`config.mk`:
```
export PLATFORM = sky130hd
export DESIGN_NAME = bdo_top
export DESIGN_NICKNAME = d
export VERILOG_FILES = /design/src/hw/bdo_pkg.sv /design/src/hw/bdo_sync.sv /design/src/hw/bdo_prescaler.sv /design/src/hw/bdo_top.sv
export VERILOG_INCLUDE_DIRS = /design/src /design/src/hw
export SDC_FILE = /design/constraint.sdc
export NUM_CORES = 1
export LEC_CHECK = 0
export BUFFER_PORTS_ARGS = -buffer_cell sky130_fd_sc_hd__buf_4
export CAP_MARGIN = 30
export CORE_MARGIN = 2
export CORE_UTILIZATION = 52
export CTS_BUF_LIST = sky130_fd_sc_hd__clkbuf_4
export CTS_CLUSTER_DIAMETER = 200
export DETAILED_ROUTE_END_ITERATION = 12
export GPL_ROUTABILITY_DRIVEN = 0
export GPL_TIMING_DRIVEN = 0
export PLACE_DENSITY = 0.87
export RECOVER_POWER = 100
export SLEW_MARGIN = 10
export SYNTH_ARGS = -nofsm -noshare
export SYNTH_HDL_FRONTEND = slang
export SYNTH_HIERARCHICAL = 1
export SYNTH_SLANG_ARGS = --single-unit
```
`constraint.sdc`:
```
create_clock -name clk_i -period 4 [get_ports clk_i]
set_input_delay 1.2 -clock clk_i [delete_from_list [all_inputs] [get_ports clk_i]]
set_output_delay 1.2 -clock clk_i [all_outputs]
set_load 0.02 [all_outputs]
```
`src/hw/bdo_consts.svh`:
```
// constants of the buzzer divider output: offsets, fields, reset values, divider figures
// assumes inclusion by bare name from any design file of the block
`ifndef BDO_CONSTS_SVH
`define BDO_CONSTS_SVH

// ----------------------------------------
// register map
// ----------------------------------------
`define BDO_ADDR_W 12
`define BDO_CTRL_OFS 12'h038
`define BDO_STAT_OFS 12'h03c

// ----------------------------------------
// control register fields
// ----------------------------------------
`define BDO_CTRL_W 8
`define BDO_EN_BIT 2
`define BDO_SEL_LSB 0
`define BDO_SEL_W 2
`define BDO_CTRL_RST 8'h00
`define BDO_SEL_RSVD 2'h3

// ----------------------------------------
// status register fields
// ----------------------------------------
`define BDO_STAT_ACT_BIT 0
`define BDO_STAT_LOW_BIT 1
`define BDO_STAT_RSVD_BIT 2
`define BDO_STAT_STBY_BIT 3
`define BDO_STAT_MODE_LSB 4

// ----------------------------------------
// divider figures, as powers of two
// ----------------------------------------
`define BDO_FAST_EXP 12
`define BDO_SLOW_EXP 5

// ----------------------------------------
// bus responses
// ----------------------------------------
`define BDO_RESP_OKAY 2'h0
`define BDO_RESP_SLVERR 2'h2

`endif

```
`src/hw/bdo_pkg.sv`:
```
// types of the buzzer divider output block
// assumes the constants header is compiled alongside
`include "bdo_consts.svh"
package bdo_pkg;

    // ----------------------------------------
    // operating modes, driven by the system controller
    // ----------------------------------------
    typedef enum logic [2:0] {
        MODE_NORMAL = 3'h0,
        MODE_IDLE12 = 3'h1,
        MODE_SLOW = 3'h2,
        MODE_SLOW_STANDBY_ONE = 3'h3,
        MODE_STOP = 3'h4,
        MODE_LIGHT_STANDBY_ZERO = 3'h5,
        MODE_SLOW_STANDBY_ZERO = 3'h6
    } bdo_mode_t;

    // ----------------------------------------
    // bus state machines
    // ----------------------------------------
    typedef enum logic [1:0] {
        WR_IDLE = 2'b01,
        WR_RESP = 2'b10
    } bdo_wr_st_t;

    typedef enum logic [1:0] {
        RD_IDLE = 2'b01,
        RD_DATA = 2'b10
    } bdo_rd_st_t;

    // ----------------------------------------
    // state of the main module
    // ----------------------------------------
    typedef struct packed {
        bdo_wr_st_t wr_st;
        bdo_rd_st_t rd_st;
        logic aw_got;
        logic w_got;
        logic [`BDO_ADDR_W-1:0] awaddr;
        logic [7:0] wdata;
        logic wstrb0;
        logic [1:0] bresp;
        logic [31:0] rdata;
        logic [1:0] rresp;
        logic en;
        logic [`BDO_SEL_W-1:0] sel;
        logic standby_prev;
        logic tap;
        logic pin_n;
    } bdo_core_t;

endpackage

```
`src/hw/bdo_sync.sv`:
```
// two-stage synchroniser with rising edge pulse
// assumes the input is a slow level from another clock
`timescale 1ns/1ps
module bdo_sync (
    // clock and reset
    input wire logic clk_i,
    input wire logic nrst_i,
    // level in
    input wire logic level_i,
    // synchronised level and its rising edge
    output logic level_o,
    output logic rise_o
);

    // ----------------------------------------
    // state
    // ----------------------------------------
    typedef struct packed {
        logic meta;
        logic sync;
        logic prev;
        logic rise;
    } bdo_sync_st_t;

    bdo_sync_st_t q;
    bdo_sync_st_t n;

    always_comb begin
        n = q;
        n.meta = level_i;
        n.sync = q.meta;
        n.prev = q.sync;
        n.rise = q.sync & ~q.prev;
    end

    always_ff @(posedge clk_i) begin
        if (!nrst_i) begin
            q <= '0;
        end else begin
            q <= n;
        end
    end

    assign level_o = q.sync;
    assign rise_o = q.rise;

endmodule

```
`src/hw/bdo_prescaler.sv`:
```
// free-running prescaler: a fast stage on every clock, a slow stage on low-clock edges
// assumes the low-clock edge arrives as a one-cycle pulse in this clock domain
`timescale 1ns/1ps
`include "bdo_consts.svh"
module bdo_prescaler #(
    parameter int FAST_W = `BDO_FAST_EXP,
    parameter int SLOW_W = `BDO_SLOW_EXP
) (
    // clock and reset
    input wire logic clk_i,
    input wire logic nrst_i,
    // low-clock edge
    input wire logic slow_tick_i,
    // stage counts
    output logic [FAST_W-1:0] fast_cnt_o,
    output logic [SLOW_W-1:0] slow_cnt_o
);

    if (FAST_W < `BDO_FAST_EXP || SLOW_W < `BDO_SLOW_EXP) begin : g_chk
        $error("prescaler stages too narrow for the divider taps");
    end

    // ----------------------------------------
    // state
    // ----------------------------------------
    typedef struct packed {
        logic [FAST_W-1:0] fast;
        logic [SLOW_W-1:0] slow;
    } bdo_pre_st_t;

    bdo_pre_st_t q;
    bdo_pre_st_t n;

    // runs whatever the enable bit says
    always_comb begin
        n = q;
        n.fast = q.fast + {{(FAST_W-1){1'b0}}, 1'b1};
        if (slow_tick_i) begin
            n.slow = q.slow + {{(SLOW_W-1){1'b0}}, 1'b1};
        end
    end

    always_ff @(posedge clk_i) begin
        if (!nrst_i) begin
            q <= '0;
        end else begin
            q <= n;
        end
    end

    assign fast_cnt_o = q.fast;
    assign slow_cnt_o = q.slow;

endmodule

```
`src/hw/bdo_top.sv`:
```
// buzzer divider output: control register over AXI4-Lite, prescaler taps, active-low pin
// assumes clk_i is the gear clock and the low clock is an unsynchronised level input
//
// Notes on behaviour
// - when enabled the pin carries a square wave of about half duty
// - fast source: codes 00 to 11 give gear clock over 2^12 down to 2^9
// - low source: codes 00 to 10 give low clock over 2^5 to 2^3; 11 unused
// - enable bit set puts the selected wave on the active-low pin
// - enable bit clear holds the pin high
// - entering deep standby clears enable, pin high; frequency select kept
// - prescaler runs regardless of enable, so first period may be short
// - on disable the last period may be cut short
// - low clock resynchronised to gear clock gives period jitter
// - switching between fast and slow modes may disturb frequency briefly
// - control bits 7 to 3 read zero; all bits reset to zero
`timescale 1ns/1ps
`include "bdo_consts.svh"
module bdo_top #(
    parameter int ADDR_W = `BDO_ADDR_W,
    parameter int FAST_W = `BDO_FAST_EXP,
    parameter int SLOW_W = `BDO_SLOW_EXP
) (
    // clock and reset
    input wire logic clk_i,
    input wire logic nrst_i,
    // write address channel
    input wire logic s_axil_awvalid_i,
    output logic s_axil_awready_o,
    input wire logic [ADDR_W-1:0] s_axil_awaddr_i,
    input wire logic [2:0] s_axil_awprot_i,
    // write data channel
    input wire logic s_axil_wvalid_i,
    output logic s_axil_wready_o,
    input wire logic [31:0] s_axil_wdata_i,
    input wire logic [3:0] s_axil_wstrb_i,
    // write response channel
    output logic s_axil_bvalid_o,
    input wire logic s_axil_bready_i,
    output logic [1:0] s_axil_bresp_o,
    // read address channel
    input wire logic s_axil_arvalid_i,
    output logic s_axil_arready_o,
    input wire logic [ADDR_W-1:0] s_axil_araddr_i,
    input wire logic [2:0] s_axil_arprot_i,
    // read data channel
    output logic s_axil_rvalid_o,
    input wire logic s_axil_rready_i,
    output logic [31:0] s_axil_rdata_o,
    output logic [1:0] s_axil_rresp_o,
    // system controller
    input wire logic [2:0] mode_i,
    input wire logic prescaler_source_sel_i,
    input wire logic low_freq_clk_i,
    // buzzer pin
    output logic buzzer_div_pin_n_o
);

    if (ADDR_W != `BDO_ADDR_W) begin : g_chk_addr
        $error("address width must match the register map");
    end
    if (FAST_W != `BDO_FAST_EXP || SLOW_W != `BDO_SLOW_EXP) begin : g_chk_div
        $error("prescaler widths must match the divider taps");
    end

    // ----------------------------------------
    // constants
    // ----------------------------------------
    localparam bdo_pkg::bdo_core_t CORE_RST = '{
        wr_st: bdo_pkg::WR_IDLE,
        rd_st: bdo_pkg::RD_IDLE,
        aw_got: 1'b0,
        w_got: 1'b0,
        awaddr: '0,
        wdata: 8'h00,
        wstrb0: 1'b0,
        bresp: `BDO_RESP_OKAY,
        rdata: 32'h0000_0000,
        rresp: `BDO_RESP_OKAY,
        en: 1'(`BDO_CTRL_RST >> `BDO_EN_BIT),
        sel: `BDO_SEL_W'(`BDO_CTRL_RST >> `BDO_SEL_LSB),
        standby_prev: 1'b0,
        tap: 1'b0,
        pin_n: 1'b1
    };

    // ----------------------------------------
    // low clock resynchronisation
    // ----------------------------------------
    logic fs_rise;

    // crossing adds up to one gear period of jitter per low-clock edge
    bdo_sync u_sync (
        .clk_i(clk_i),
        .nrst_i(nrst_i),
        .level_i(low_freq_clk_i),
        .level_o(),
        .rise_o(fs_rise)
    );

    // ----------------------------------------
    // prescaler
    // ----------------------------------------
    logic [FAST_W-1:0] fast_cnt;
    logic [SLOW_W-1:0] slow_cnt;

    bdo_prescaler #(
        .FAST_W(FAST_W),
        .SLOW_W(SLOW_W)
    ) u_pre (
        .clk_i(clk_i),
        .nrst_i(nrst_i),
        .slow_tick_i(fs_rise),
        .fast_cnt_o(fast_cnt),
        .slow_cnt_o(slow_cnt)
    );

    // ----------------------------------------
    // state
    // ----------------------------------------
    bdo_pkg::bdo_core_t q;
    bdo_pkg::bdo_core_t n;

    logic standby;
    logic low_src;
    logic rsvd_sel;
    logic sel_tap;
    logic aw_hs;
    logic w_hs;
    logic do_wr;
    logic [ADDR_W-1:0] wa;
    logic [7:0] wd;
    logic ws;
    logic [31:0] ctrl_rd;
    logic [31:0] stat_rd;

    // ----------------------------------------
    // mode decode and tap select
    // ----------------------------------------
    always_comb begin
        standby = (mode_i == bdo_pkg::MODE_STOP)
            || (mode_i == bdo_pkg::MODE_LIGHT_STANDBY_ZERO)
            || (mode_i == bdo_pkg::MODE_SLOW_STANDBY_ZERO);
        // source follows mode at once, so a mode switch may cut a period
        low_src = prescaler_source_sel_i
            || (mode_i == bdo_pkg::MODE_SLOW)
            || (mode_i == bdo_pkg::MODE_SLOW_STANDBY_ONE);
        rsvd_sel = low_src && (q.sel == `BDO_SEL_RSVD);
        if (low_src) begin
            case (q.sel)
                2'h0: sel_tap = slow_cnt[`BDO_SLOW_EXP-1];
                2'h1: sel_tap = slow_cnt[`BDO_SLOW_EXP-2];
                2'h2: sel_tap = slow_cnt[`BDO_SLOW_EXP-3];
                default: sel_tap = 1'b0;
            endcase
        end else begin
            case (q.sel)
                2'h0: sel_tap = fast_cnt[`BDO_FAST_EXP-1];
                2'h1: sel_tap = fast_cnt[`BDO_FAST_EXP-2];
                2'h2: sel_tap = fast_cnt[`BDO_FAST_EXP-3];
                default: sel_tap = fast_cnt[`BDO_FAST_EXP-4];
            endcase
        end
    end

    // ----------------------------------------
    // read views
    // ----------------------------------------
    always_comb begin
        ctrl_rd = 32'h0000_0000;
        ctrl_rd[`BDO_EN_BIT] = q.en;
        ctrl_rd[`BDO_SEL_LSB +: `BDO_SEL_W] = q.sel;
        stat_rd = 32'h0000_0000;
        stat_rd[`BDO_STAT_ACT_BIT] = ~q.pin_n;
        stat_rd[`BDO_STAT_LOW_BIT] = low_src;
        stat_rd[`BDO_STAT_RSVD_BIT] = rsvd_sel;
        stat_rd[`BDO_STAT_STBY_BIT] = standby;
        stat_rd[`BDO_STAT_MODE_LSB +: 3] = mode_i;
    end

    // ----------------------------------------
    // bus handshakes
    // ----------------------------------------
    always_comb begin
        s_axil_awready_o = (q.wr_st == bdo_pkg::WR_IDLE) && !q.aw_got;
        s_axil_wready_o = (q.wr_st == bdo_pkg::WR_IDLE) && !q.w_got;
        s_axil_arready_o = (q.rd_st == bdo_pkg::RD_IDLE);
        aw_hs = s_axil_awvalid_i && s_axil_awready_o;
        w_hs = s_axil_wvalid_i && s_axil_wready_o;
        do_wr = (q.wr_st == bdo_pkg::WR_IDLE) && (q.aw_got || aw_hs) && (q.w_got || w_hs);
        wa = aw_hs ? s_axil_awaddr_i : q.awaddr;
        wd = w_hs ? s_axil_wdata_i[7:0] : q.wdata;
        ws = w_hs ? s_axil_wstrb_i[0] : q.wstrb0;
    end

    // ----------------------------------------
    // next state
    // ----------------------------------------
    always_comb begin
        n = q;

        // write address and data, either order
        if (aw_hs) begin
            n.aw_got = 1'b1;
            n.awaddr = s_axil_awaddr_i;
        end
        if (w_hs) begin
            n.w_got = 1'b1;
            n.wdata = s_axil_wdata_i[7:0];
            n.wstrb0 = s_axil_wstrb_i[0];
        end

        unique case (q.wr_st)
            bdo_pkg::WR_IDLE: begin
                if (do_wr) begin
                    n.wr_st = bdo_pkg::WR_RESP;
                    n.aw_got = 1'b0;
                    n.w_got = 1'b0;
                    n.bresp = `BDO_RESP_OKAY;
                    if (wa[ADDR_W-1:2] == `BDO_CTRL_OFS >> 2) begin
                        if (ws) begin
                            n.en = wd[`BDO_EN_BIT];
                            n.sel = wd[`BDO_SEL_LSB +: `BDO_SEL_W];
                        end
                    end else if (wa[ADDR_W-1:2] != `BDO_STAT_OFS >> 2) begin
                        n.bresp = `BDO_RESP_SLVERR;
                    end
                end
            end
            bdo_pkg::WR_RESP: begin
                if (s_axil_bready_i) begin
                    n.wr_st = bdo_pkg::WR_IDLE;
                end
            end
        endcase

        // reads
        unique case (q.rd_st)
            bdo_pkg::RD_IDLE: begin
                if (s_axil_arvalid_i) begin
                    n.rd_st = bdo_pkg::RD_DATA;
                    n.rresp = `BDO_RESP_OKAY;
                    if (s_axil_araddr_i[ADDR_W-1:2] == `BDO_CTRL_OFS >> 2) begin
                        n.rdata = ctrl_rd;
                    end else if (s_axil_araddr_i[ADDR_W-1:2] == `BDO_STAT_OFS >> 2) begin
                        n.rdata = stat_rd;
                    end else begin
                        n.rdata = 32'h0000_0000;
                        n.rresp = `BDO_RESP_SLVERR;
                    end
                end
            end
            bdo_pkg::RD_DATA: begin
                if (s_axil_rready_i) begin
                    n.rd_st = bdo_pkg::RD_IDLE;
                end
            end
        endcase

        // deep standby entry clears enable, select kept
        n.standby_prev = standby;
        if (standby && !q.standby_prev) begin
            n.en = 1'b0;
        end

        // sample the tap, drive the pin
        n.tap = sel_tap;
        if (q.en && !standby && !rsvd_sel) begin
            n.pin_n = ~q.tap;
        end else begin
            // disable may cut the running half period
            n.pin_n = 1'b1;
        end
    end

    // ----------------------------------------
    // registers
    // ----------------------------------------
    always_ff @(posedge clk_i) begin
        if (!nrst_i) begin
            q <= CORE_RST;
        end else begin
            q <= n;
        end
    end

    // ----------------------------------------
    // outputs
    // ----------------------------------------
    assign s_axil_bvalid_o = (q.wr_st == bdo_pkg::WR_RESP);
    assign s_axil_bresp_o = q.bresp;
    assign s_axil_rvalid_o = (q.rd_st == bdo_pkg::RD_DATA);
    assign s_axil_rdata_o = q.rdata;
    assign s_axil_rresp_o = q.rresp;
    assign buzzer_div_pin_n_o = q.pin_n;

endmodule

```
==> results of run 1 <==
worst paths after layout:
| kind | from | end | slack [ns] | cells after the start |
|---|---|---|---|---|
| max | s_axil_araddr_i[11] | s_axil_rdata_o[5] | 1.38 | 6 |
| min | u_sync/n[2] | u_sync/level_o | 0.46 | 1 |
| max reg2reg | q[66] | s_axil_rdata_o[5] | 2.04 | 5 |
| min reg2reg | u_sync/n[2] | u_sync/level_o | 0.46 | 1 |
synth_stat cells (2+ instances only):
cell type / instances
dfxtp_1: 56
buf_4: 38
nand2_1: 32
nor2_1: 23
a21oi_1: 13
nor2b_1: 13
inv_1: 11
o21ai_0: 11
a21boi_0: 10
mux2i_1: 7
a22oi_1: 6
nand3_1: 5
and2_1: 4
xor2_1: 4
and2_2: 3
clkbuf_1: 3
nand4_1: 3
o31ai_1: 3
or3_1: 3
or4_1: 3
xnor2_1: 3
and4b_1: 2
ha_1: 2
nand2b_1: 2
nand4_2: 2
nor3_1: 2
sequential cells by signal, summed over array words and instances, names as in the netlist, 3 cells and up:
signal            count
u_pre/slow_cnt_o      5
q                    22
s_axil_rdata_o        7
u_pre/fast_cnt_o     12
ctrl_rd               3
through the flow:
step | cell area, µm² | power, mW | std cells
after floorplan | 2733 | 0.7844 | 316
after CTS | 3267 | 1.152 | 441
final | 3188 | 1.130 | 441
after detailed placement | 3192 | 0.8589 | 433
after global routing | 3188 | 1.189 | 441
after global placement | 3192 | 0.8508 | 433
cells in the final DEF (no fill, tap or decap), types with 2 or more instances in the layout:
cell / synthesis / layout
o31ai_1: 3 / 3
clkbuf_1: 3 / 22
a22oi_1: 6 / 6
nor2b_1: 13 / 13
ha_1: 2 / 2
xnor2_1: 3 / 3
a21oi_1: 13 / 13
clkinv_1: 0 / 2
buf_4: 38 / 70
nand3_1: 5 / 5
and2_0: 0 / 2
nand2_1: 32 / 32
conb_1: 1 / 27
inv_1: 11 / 11
and4b_1: 2 / 2
a21boi_0: 10 / 10
or3_1: 3 / 3
and2_2: 3 / 3
clkbuf_4: 0 / 6
o21ai_0: 11 / 11
nand2b_1: 2 / 3
dfxtp_1: 56 / 56
nand4_2: 2 / 2
nor2_1: 23 / 23
nor4_1: 1 / 2
mux2i_1: 7 / 7
nand4_1: 3 / 3
or4_1: 3 / 3
nor3_1: 2 / 2
xor2_1: 4 / 4
and2_1: 4 / 2
routing by layer:
metal	up-vias	GRT usage, %	part of all wire [%]
met2	51	34.70	50
met3	6	4.953	6.0
met5	-	0	0
met4	0	6.433	1.5
li1	1097	-	-
met1	940	21.34	42
cell type report:
cell class                 instances  share of cell area (%)
tap                               67                   2.630
clock inverter                     3                   1.177
multi-input combinational        206                   39.25
inverter                          11                   1.295
buffer                            43                   9.537
sequential                        56                   35.16
clock buffer                       5                   1.177
timing repair buffer              50                   9.772
logic make-up after synthesis:
| kind of cell | share of synthesized area, % |
|---|---|
| xor+xnor | 2.327 |
| compound gates | 12.49 |
| mux | 3.941 |
| fa+ha+maj | 0.9495 |
| other cells | 0.1423 |
| buf+inv | 13.15 |
| flops | 42.55 |
| simple gates | 24.45 |
power groups by stage:
stage	clock, mW	combinational, mW	sequential, mW
2_1_floorplan	0	0.166	0.618
3_3_place_gp	0	0.229	0.622
3_5_place_dp	0	0.235	0.624
4_1_cts	0.304	0.236	0.611
5_1_grt	0.326	0.248	0.615
6_report	0.295	0.224	0.610
critical path, stage by stage:
cell      delay, ns
clkbuf_4       0.10
or4b_1         0.52
nor4_1         0.59
and2_0         0.31
a22oi_1        0.09
nor2b_1        0.13
==> metrics.md, run 1 <==
| Metric | Value |
|---|---|
| Status | `finished, final reports clean` |
| Post-DP HPWL | `3866 µm` |
| Yosys warns | `6` |
| Final min period | `2.616 ns` |
| WL/cell | `11.18 µm` |
| Slew Viols, Final | `0` |
| Seq/Total Area, Yosys | `a little over two fifths` |
| Critical path peak fanout | `5` |
| Initial antenna violation count | `0` |
| Longest Clk Path Bufs | `2` |
| Clock sink count | `56` |
| Layout net count | `between 400 and 500` |
| CP Launch Type | `input pin` |
| FF+latch area | `1121 µm²` |
| Hold buffers post-CTS | `0` |
| Synth area leaders | `dfxtp_1 43%, buf_4 11%, nand2_1 4.6%` |
| Post-synthesis cell area | `~2600 µm²` |
| First-pass GRT wire length | `8224 µm` |
| Slew @ Worst Pin | `0.6751 ns` |
| Grt total ovfl | `0` |
| Core Region | `4817 µm²` |
| Number of remaining DRC errors | `0` |
| Final Cycle Share | `65.39%` |
| Hold Vio Cnt, Final | `0` |
| RSZ-0062 raised after global routing | `no` |
| GRT Util Overall | `18.97%` |
| Syn Area/Cell | `9.086 µm²` |
| Top achievable clock speed | `382.3 MHz` |
| # Post-CTS Setup Buffers | `0` |
| Routed wire length | `4930 µm` |
| Root buffer cell | `clkbuf_4` |
| Setup WS pre-CTS | `~1.2 ns` |
| Area delta synth->final | `20.99%` |
| Drt initial violations | `97` |
| Vias per cell | `4.748` |
| Multi-input gate area | `1251 µm²` |
| # diodes | `0` |
| Top FF cell, synth | `dfxtp_1` |
| Top-area cell type share of the netlist area | `42.55%` |
| Clk pwr share | `roughly a quarter` |
| CTS resizes | `0` |
| Finished Core Util | `66.18%` |
| Worst slew margin | `54.58%` |
| Final WS setup | `1.384 ns` |
| Lkg Pwr | `1.370 nW` |
| DIE AREA | `around 5700 µm²` |
| Hold WS | `0.4578 ns` |
| Clock Pin Slew Worst Setup and Hold Paths | `0.15 ns` |
| Syn Inst Count | `290` |
| P_int | `roughly 820 µW` |
| Htree depth | `2` |
| Clock latency on the worst-skew pair | `0.38 ns` |
| Synth Register Bits | `56` |
| Share of cells above drive strength 1 | `24.06%` |
| Num rows | `25` |
| Part of the power in registers | `54.0%` |
| First-pass iteration count of the detailed router | `5` |
| Die width | `75.19 µm` |
| Critical path class | `in -> reg` |
| Comb pwr share | `19.8%` |
| Ys async rst share | `0%` |
| Starting density of the core | `54.70%` |
| Largest net degree at the start of global routing | `17` |
| Net Sw Frac | `about 28%` |
| Worst Path Required | `4.32 ns` |
| Post-synth top area cell | `dfxtp_1` |
| Vias in the first global route | `1958` |
| # setup viols final | `0` |
| Fillers | `450` |
| Final Skew | `0.01055 ns` |
| Hold WC Path Type | `reg -> reg` |
| Crit path DAT | `2.94 ns` |
| Port bufs | `50` |
| Num ports | `120` |
| Worst vdd ir | `0.0001803 V` |
| Num CTS Buffers | `5` |
| Die Height | `75.19 µm` |
| P_sw | `310.9 µW` |
| Worst setup EP type | `flip-flop` |
| Yosys cell types | `52` |
| CTS tree | `built` |
| Via count | `2094` |
| Total of max-cap violations | `0` |
| PwrDens | `approximately 350 nW/µm²` |
| Final TNS setup | `0 ns` |
| DRT antenna net count | `0` |
| Post-synth EDFFs | `0` |
(Power assumes the default switching activity.)
==> run 2, diff against run 1 <==
--- a/config.mk
+++ b/config.mk
@@ -9,13 +9,13 @@
 export BUFFER_PORTS_ARGS = -buffer_cell sky130_fd_sc_hd__buf_4
 export CAP_MARGIN = 30
 export CORE_MARGIN = 2
-export CORE_UTILIZATION = 52
+export CORE_UTILIZATION = 44
 export CTS_BUF_LIST = sky130_fd_sc_hd__clkbuf_4
 export CTS_CLUSTER_DIAMETER = 200
 export DETAILED_ROUTE_END_ITERATION = 12
 export GPL_ROUTABILITY_DRIVEN = 0
 export GPL_TIMING_DRIVEN = 0
-export PLACE_DENSITY = 0.87
+export PLACE_DENSITY = 0.79
 export RECOVER_POWER = 100
 export SLEW_MARGIN = 10
 export SYNTH_ARGS = -nofsm -noshare
==> constraint.sdc (replaced) <==
create_clock -name clk_i -period 2.4 [get_ports clk_i]
set_input_delay 0.72 -clock clk_i [delete_from_list [all_inputs] [get_ports clk_i]]
set_output_delay 0.72 -clock clk_i [all_outputs]
set_load 0.02 [all_outputs]
==> metrics.md, run 2 (synthesis gave the netlist of run 1 again) <==
| Metric | Value |
|---|---|
| Status | `finished, final reports clean` |
| Worst slew margin | `65.59%` |
| Part of the power in registers | `between 50 and 60%` |
| Fin cells | `448` |
| Htree depth | `2` |
| Worst-case reg-to-reg path depth | `6` |
| Biggest register | `q` |
| Clock latency on the worst-skew pair | `0.35 ns` |
| Num CTS Buffers | `5` |
| Top achievable clock speed | `500.9 MHz` |
| GRT Util Overall | `15.21%` |
| Highest-count cells in the layout ignoring fill and taps | `70 x buf_4, 56 x dfxtp_1, 32 x nand2_1` |
| First-pass iteration count of the detailed router | `4` |
| Slew Viols, Final | `0` |
| Worst vdd ir | `0.0002919 V` |
| Post-DP HPWL | `roughly 3700 µm` |
| Num rows | `28` |
| Worst Path Required | `2.70 ns` |
| DIE AREA | `~6600 µm²` |
| Area delta synth->final | `20.04%` |
| Layout net count | `453` |
| Grt total ovfl | `0` |
| Slew @ Worst Pin | `slightly above 0.5 ns` |
| Largest net degree at the start of global routing | `16` |
| WL/cell | `10.71 µm` |
| FF-to-FF setup slack | `around 0.51 ns` |
| Net Sw Frac | `28.53%` |
| Vias in the first global route | `1861` |
| Num ports | `120` |
| Via count | `2087` |
| Share of cells above drive strength 1 | `23.86%` |
| Port bufs | `50` |
| Lkg Pwr | `1.351 nW` |
| # setup viols final | `0` |
| # Post-CTS Setup Buffers | `0` |
| Total of max-cap violations | `0` |
| Core Region | `5851 µm²` |
| First-pass GRT wire length | `approximately 7900 µm` |
| Placed Cells | `between 400 and 500` |
| Commonest non-fill, non-tap cell in the layout | `buf_4` |
| Final TNS setup | `0 ns` |
| Routed wire length | `4797 µm` |
| Initial antenna violation count | `0` |
| Fillers | `576` |
| Die Height | `81.39 µm` |
| Drt initial violations | `between 100 and 150` |
| WP buf/inv | `1` |
| RSZ-0062 raised after global routing | `no` |
| RR Startpoint | `q[67]` |
| Number of remaining DRC errors | `0` |
| Clock sink count | `56` |
| Die width | `81.39 µm` |
| Root buffer cell | `clkbuf_4` |
| Hold WC Path Type | `reg -> reg` |
| Worst setup EP type | `flip-flop` |
| WP depth | `6` |
| Critical path peak fanout | `5` |
| Comb pwr share | `a little over a fifth` |
| Hold Crit Endpoint | `u_sync/level_o` |
| PwrDens | `554.9 nW/µm²` |
| Critical path class | `in -> reg` |
| Total power | `~1.8 mW` |
| Vias per cell | `between 4 and 5` |
| Finished Core Util | `54.06%` |
| Final Cycle Share | `83.19%` |
| Max FFs per register | `22` |
| CTS tree | `built` |
| CP delay by family, top | `simple AND/OR/NAND/NOR gates` |
| CP peak stage delay | `0.53 ns` |
| Clk pwr share | `20.9%` |
| Longest Clk Path Bufs | `2` |
| Critical Path, Cell by Cell | `clkbuf_4 -> or4b_1 -> nor4_2 -> and2_0 -> a22oi_1 -> nor2b_1` |
| Hold Crit Depth | `1` |
| Final min period | `1.997 ns` |
| CP Launch Type | `input pin` |
| Hold Vio Cnt, Final | `0` |
| Crit path DAT | `2.30 ns` |
| Final Skew | `0.008196 ns` |
| P_int | `1.255 mW` |
| Worst hold start | `u_sync/n[2]` |
| CTS resizes | `0` |
| # diodes | `0` |
| P_sw | `500.7 µW` |
| RR Endpoint | `ctrl_rd[2]` |
| Starting density of the core | `45.04%` |
| DRT antenna net count | `0` |
| Slowest CP cell | `or4b_1` |
| Hold buffers post-CTS | `0` |
| Clock Pin Slew Worst Setup and Hold Paths | `0.14 ns` |
run 2: power groups by stage:
stage               Combinational [mW]  Sequential (mW)  Clock [mW]
floorplan                        0.277             1.03           0
global placement                 0.382             1.04           0
detailed placement               0.391             1.04           0
CTS                              0.392             1.02       0.387
global route                     0.411             1.03       0.420
finish                           0.369             1.02       0.367
run 2: worst max path at each step:
stage | start | slack, ns | endpoint
after global routing | s_axil_araddr_i[11] | 0.28 | s_axil_rdata_o[5]
final | s_axil_araddr_i[11] | 0.40 | s_axil_rdata_o[5]
after global placement | s_axil_araddr_i[11] | 0.09 | s_axil_rdata_o[4]
after floorplan | s_axil_araddr_i[11] | 0.36 | s_axil_rdata_o[3]
after CTS | q[67] | 0.42 | s_axil_bvalid_o
after detailed placement | s_axil_araddr_i[11] | 0.08 | s_axil_rdata_o[5]
run 2: cell type report:
cell class | count | area (µm²) | area share (%)
Tap cell | 75 | 93.84 | 2.967
Inverter | 11 | 41.29 | 1.305
Sequential cell | 56 | 1121 | 35.44
Timing Repair Buffer | 50 | 311.5 | 9.850
Clock inverter | 2 | 7.507 | 0.2373
Clock buffer | 5 | 37.54 | 1.187
Multi-Input combinational cell | 206 | 1246 | 39.40
Buffer | 43 | 304.0 | 9.612
run 2: worst register-to-register path, stage by stage, from the launching register on:
cell and delay [ns]:
dfxtp_1 0.50, and4bb_2 0.27, clkbuf_1 0.25, mux2i_1 0.18, a2111oi_4 0.36, nor2_1 0.08
a211oi_1 0.20
run 2: metal layers:
| metal | routed length, µm | track usage (%) | share of wire (%) |
|---|---|---|---|
| met1 | 2069 | 17.57 | 43 |
| met2 | 2409 | 28.03 | 50 |
| met3 | 277 | 3.000 | 5.8 |
| met4 | 40 | 4.576 | 0.83 |
| met5 | 0 | 0 | 0 |
run 2: stage by stage:
step | hold slack [ns] | area, µm² | setup slack, ns
floorplan | 0.4204 | 2733 | 0.3580
global placement | 0.4232 | 3202 | 0.08590
detailed placement | 0.4297 | 3202 | 0.07973
CTS | 0.4631 | 3247 | 0.4214
global route | 0.4703 | 3163 | 0.2837
finish | 0.4569 | 3163 | 0.4035
==> run 3, diff against run 2 <==
==> constraint.sdc (replaced) <==
create_clock -name clk_i -period 1.67 [get_ports clk_i]
set_input_delay 0.501 -clock clk_i [delete_from_list [all_inputs] [get_ports clk_i]]
set_output_delay 0.501 -clock clk_i [all_outputs]
set_load 0.02 [all_outputs]
==> metrics.md, run 3 (synthesis gave the netlist of run 1 again) <==
| Metric | Value |
|---|---|
| FF+latch area | `approximately 1100 µm²` |
| Fillers | `536` |
| P_sw | `761.6 µW` |
| Share of cells above drive strength 1 | `33.68%` |
| Finished Core Util | `approximately 58%` |
| Initial antenna violation count | `0` |
| CP peak stage delay | `0.37 ns` |
| Die Height | `between 80 and 90 µm` |
| Worst hold start | `low_freq_clk_i` |
| Num ports | `120` |
| Slowest CP cell | `dfxtp_2` |
| # setup viols final | `0` |
| Top achievable clock speed | `about 610 MHz` |
| PwrDens | `791.0 nW/µm²` |
| CP Launch Type | `flip-flop` |
| Net Sw Frac | `28.35%` |
| Port bufs | `50` |
| Largest net degree at the start of global routing | `17` |
| First-pass iteration count of the detailed router | `4` |
| Multi-input gate area | `between 1000 and 1500 µm²` |
| Crit path DAT | `1.95 ns` |
| Core Region | `5851 µm²` |
| Die width | `around 81 µm` |
| GRT Util Overall | `about 15%` |
| Layout net count | `462` |
| Final Cycle Share | `between 90 and 100%` |
| Num rows | `28` |
| Via count | `2115` |
| Longest Clk Path Bufs | `2` |
| Root buffer cell | `clkbuf_4` |
| Highest-count cells in the layout ignoring fill and taps | `93 x buf_4, 53 x dfxtp_1, 32 x nand2_1` |
| Worst slew margin | `65.46%` |
| Max FFs per register | `22` |
| WL/cell | `10.66 µm` |
| Critical Path, Cell by Cell | `and4bb_1 -> buf_6 -> nand4_4 -> a2111oi_4 -> buf_4 -> nor2_2 -> a211oi_2` |
| # diodes | `0` |
| P_int | `1.924 mW` |
| Starting density of the core | `45.04%` |
| Final Skew | `0.01670 ns` |
| Worst vdd ir | `0.0004528 V` |
| Total of max-cap violations | `0` |
| Slew Viols, Final | `0` |
| Vias per cell | `4.618` |
| Vias in the first global route | `1840` |
| Final non-filler cell area | `3396 µm²` |
| RSZ-0062 raised after global routing | `yes` |
| Slew @ Worst Pin | `0.5181 ns` |
| RR Startpoint | `q[68]` |
| DRT antenna net count | `0` |
| Area delta synth->final | `28.87%` |
| Routed wire length | `about 4900 µm` |
| FF-to-FF setup slack | `0.03 ns` |
| Final min period | `1.639 ns` |
| CTS tree | `built` |
| Commonest non-fill, non-tap cell in the layout | `buf_4` |
| Htree depth | `2` |
| Placed Area | `about 3200 µm²` |
| Hold WC Path Type | `in -> reg` |
| DIE AREA | `6624 µm²` |
| Clock latency on the worst-skew pair | `approximately 0.37 ns` |
| Total power | `2.686 mW` |
| Hold Vio Cnt, Final | `0` |
| Lkg Pwr | `1.493 nW` |
| Status | `finished, final reports clean` |
| Critical path peak fanout | `6` |
| Drt initial violations | `90` |
| Worst Path Required | `1.98 ns` |
| Number of remaining DRC errors | `0` |
| Hold Crit Depth | `2` |
| RR Endpoint | `ctrl_rd[2]` |
| First-pass GRT wire length | `7590 µm` |
| Num CTS Buffers | `5` |
| Clock Pin Slew Worst Setup and Hold Paths | `0.16 ns` |
| Hold Crit Endpoint | `u_sync/n[2]` |
| Grt total ovfl | `0` |
| Biggest register | `q` |
| Part of the power in registers | `around 55%` |
| Worst-case reg-to-reg path depth | `7` |
| Clock sink count | `56` |
| Critical path class | `reg -> reg` |
| Post-DP HPWL | `around 3700 µm` |
| Comb pwr share | `between 20% and 30%` |
| Clk pwr share | `21.3%` |
| Worst setup EP type | `flip-flop` |
| Final TNS setup | `0 ns` |
run 3: cell types whose count changed in the layout (fill, tap and decap cells not counted), sizes merged:
cell      previous run  this run
buf                 70        96
clkinv               2         1
clkbuf              28        12
clkinvlp             0         1
run 3: power groups by stage:
stage | logic (mW) | clock network (mW) | registers, mW
2_1_floorplan | 0.408 | 0 | 1.48
3_3_place_gp | 0.561 | 0 | 1.49
3_5_place_dp | 0.571 | 0 | 1.49
4_1_cts | 0.592 | 0.602 | 1.47
5_1_grt | 0.699 | 0.637 | 1.49
6_report | 0.640 | 0.571 | 1.47
run 3: final cells by class:
class | count | share of cell area [%]
inverters | 11 | 1.216
clock inverters | 2 | 0.3316
clock buffers | 6 | 1.326
repair buffers | 59 | 13.04
multi-input cells | 206 | 38.91
plain buffers | 43 | 9.211
flip-flops and latches | 56 | 33.20
well taps | 75 | 2.763
run 3: stage by stage:
stage,instances,setup WS (ns),hold WS (ns)
final,458,0.03143,0.3555
after global routing,458,-0.05991,0.3328
after CTS,451,0.002544,0.3410
after detailed placement,441,-0.2386,0.4246
after global placement,441,-0.2030,0.4227
after floorplan,316,0.001865,0.4204
run 3: worst max-delay path, delay by kind of cell, from the launching register on:
family	cells	cell delay, ns
buf+inv	2	0.33
flops	1	0.37
simple gates	3	0.42
compound gates	2	0.48
run 3: what timing repair did:
action | 4_1_cts | 5_1_grt
buffers inserted | 2 | 7
endpoints found under the setup margin | 7 | 5
cloned | 0 | 0
hold buffers | 0 | 0
gates resized for setup | 7 | 3
pin swaps | 2 | 2
run 3: worst max path at each step:
stage                        startpoint  depth (start not counted)                end
global placement    s_axil_araddr_i[11]                          6  s_axil_rdata_o[4]
detailed placement     s_axil_awvalid_i                          7         ctrl_rd[2]
CTS                               q[64]                          7         ctrl_rd[2]
finish                            q[68]                          7         ctrl_rd[2]
floorplan           s_axil_araddr_i[11]                          5  s_axil_rdata_o[3]
global route                      q[64]                          7         ctrl_rd[2]
run 3: metal layers:
metal | vias up | track usage, % | part of all wire, %
met2 | 45 | 26.07 | 51
met5 | - | 0 | 0
met4 | 0 | 4.915 | 0.90
li1 | 1108 | - | -
met1 | 957 | 17.16 | 43
met3 | 5 | 3.444 | 5.1
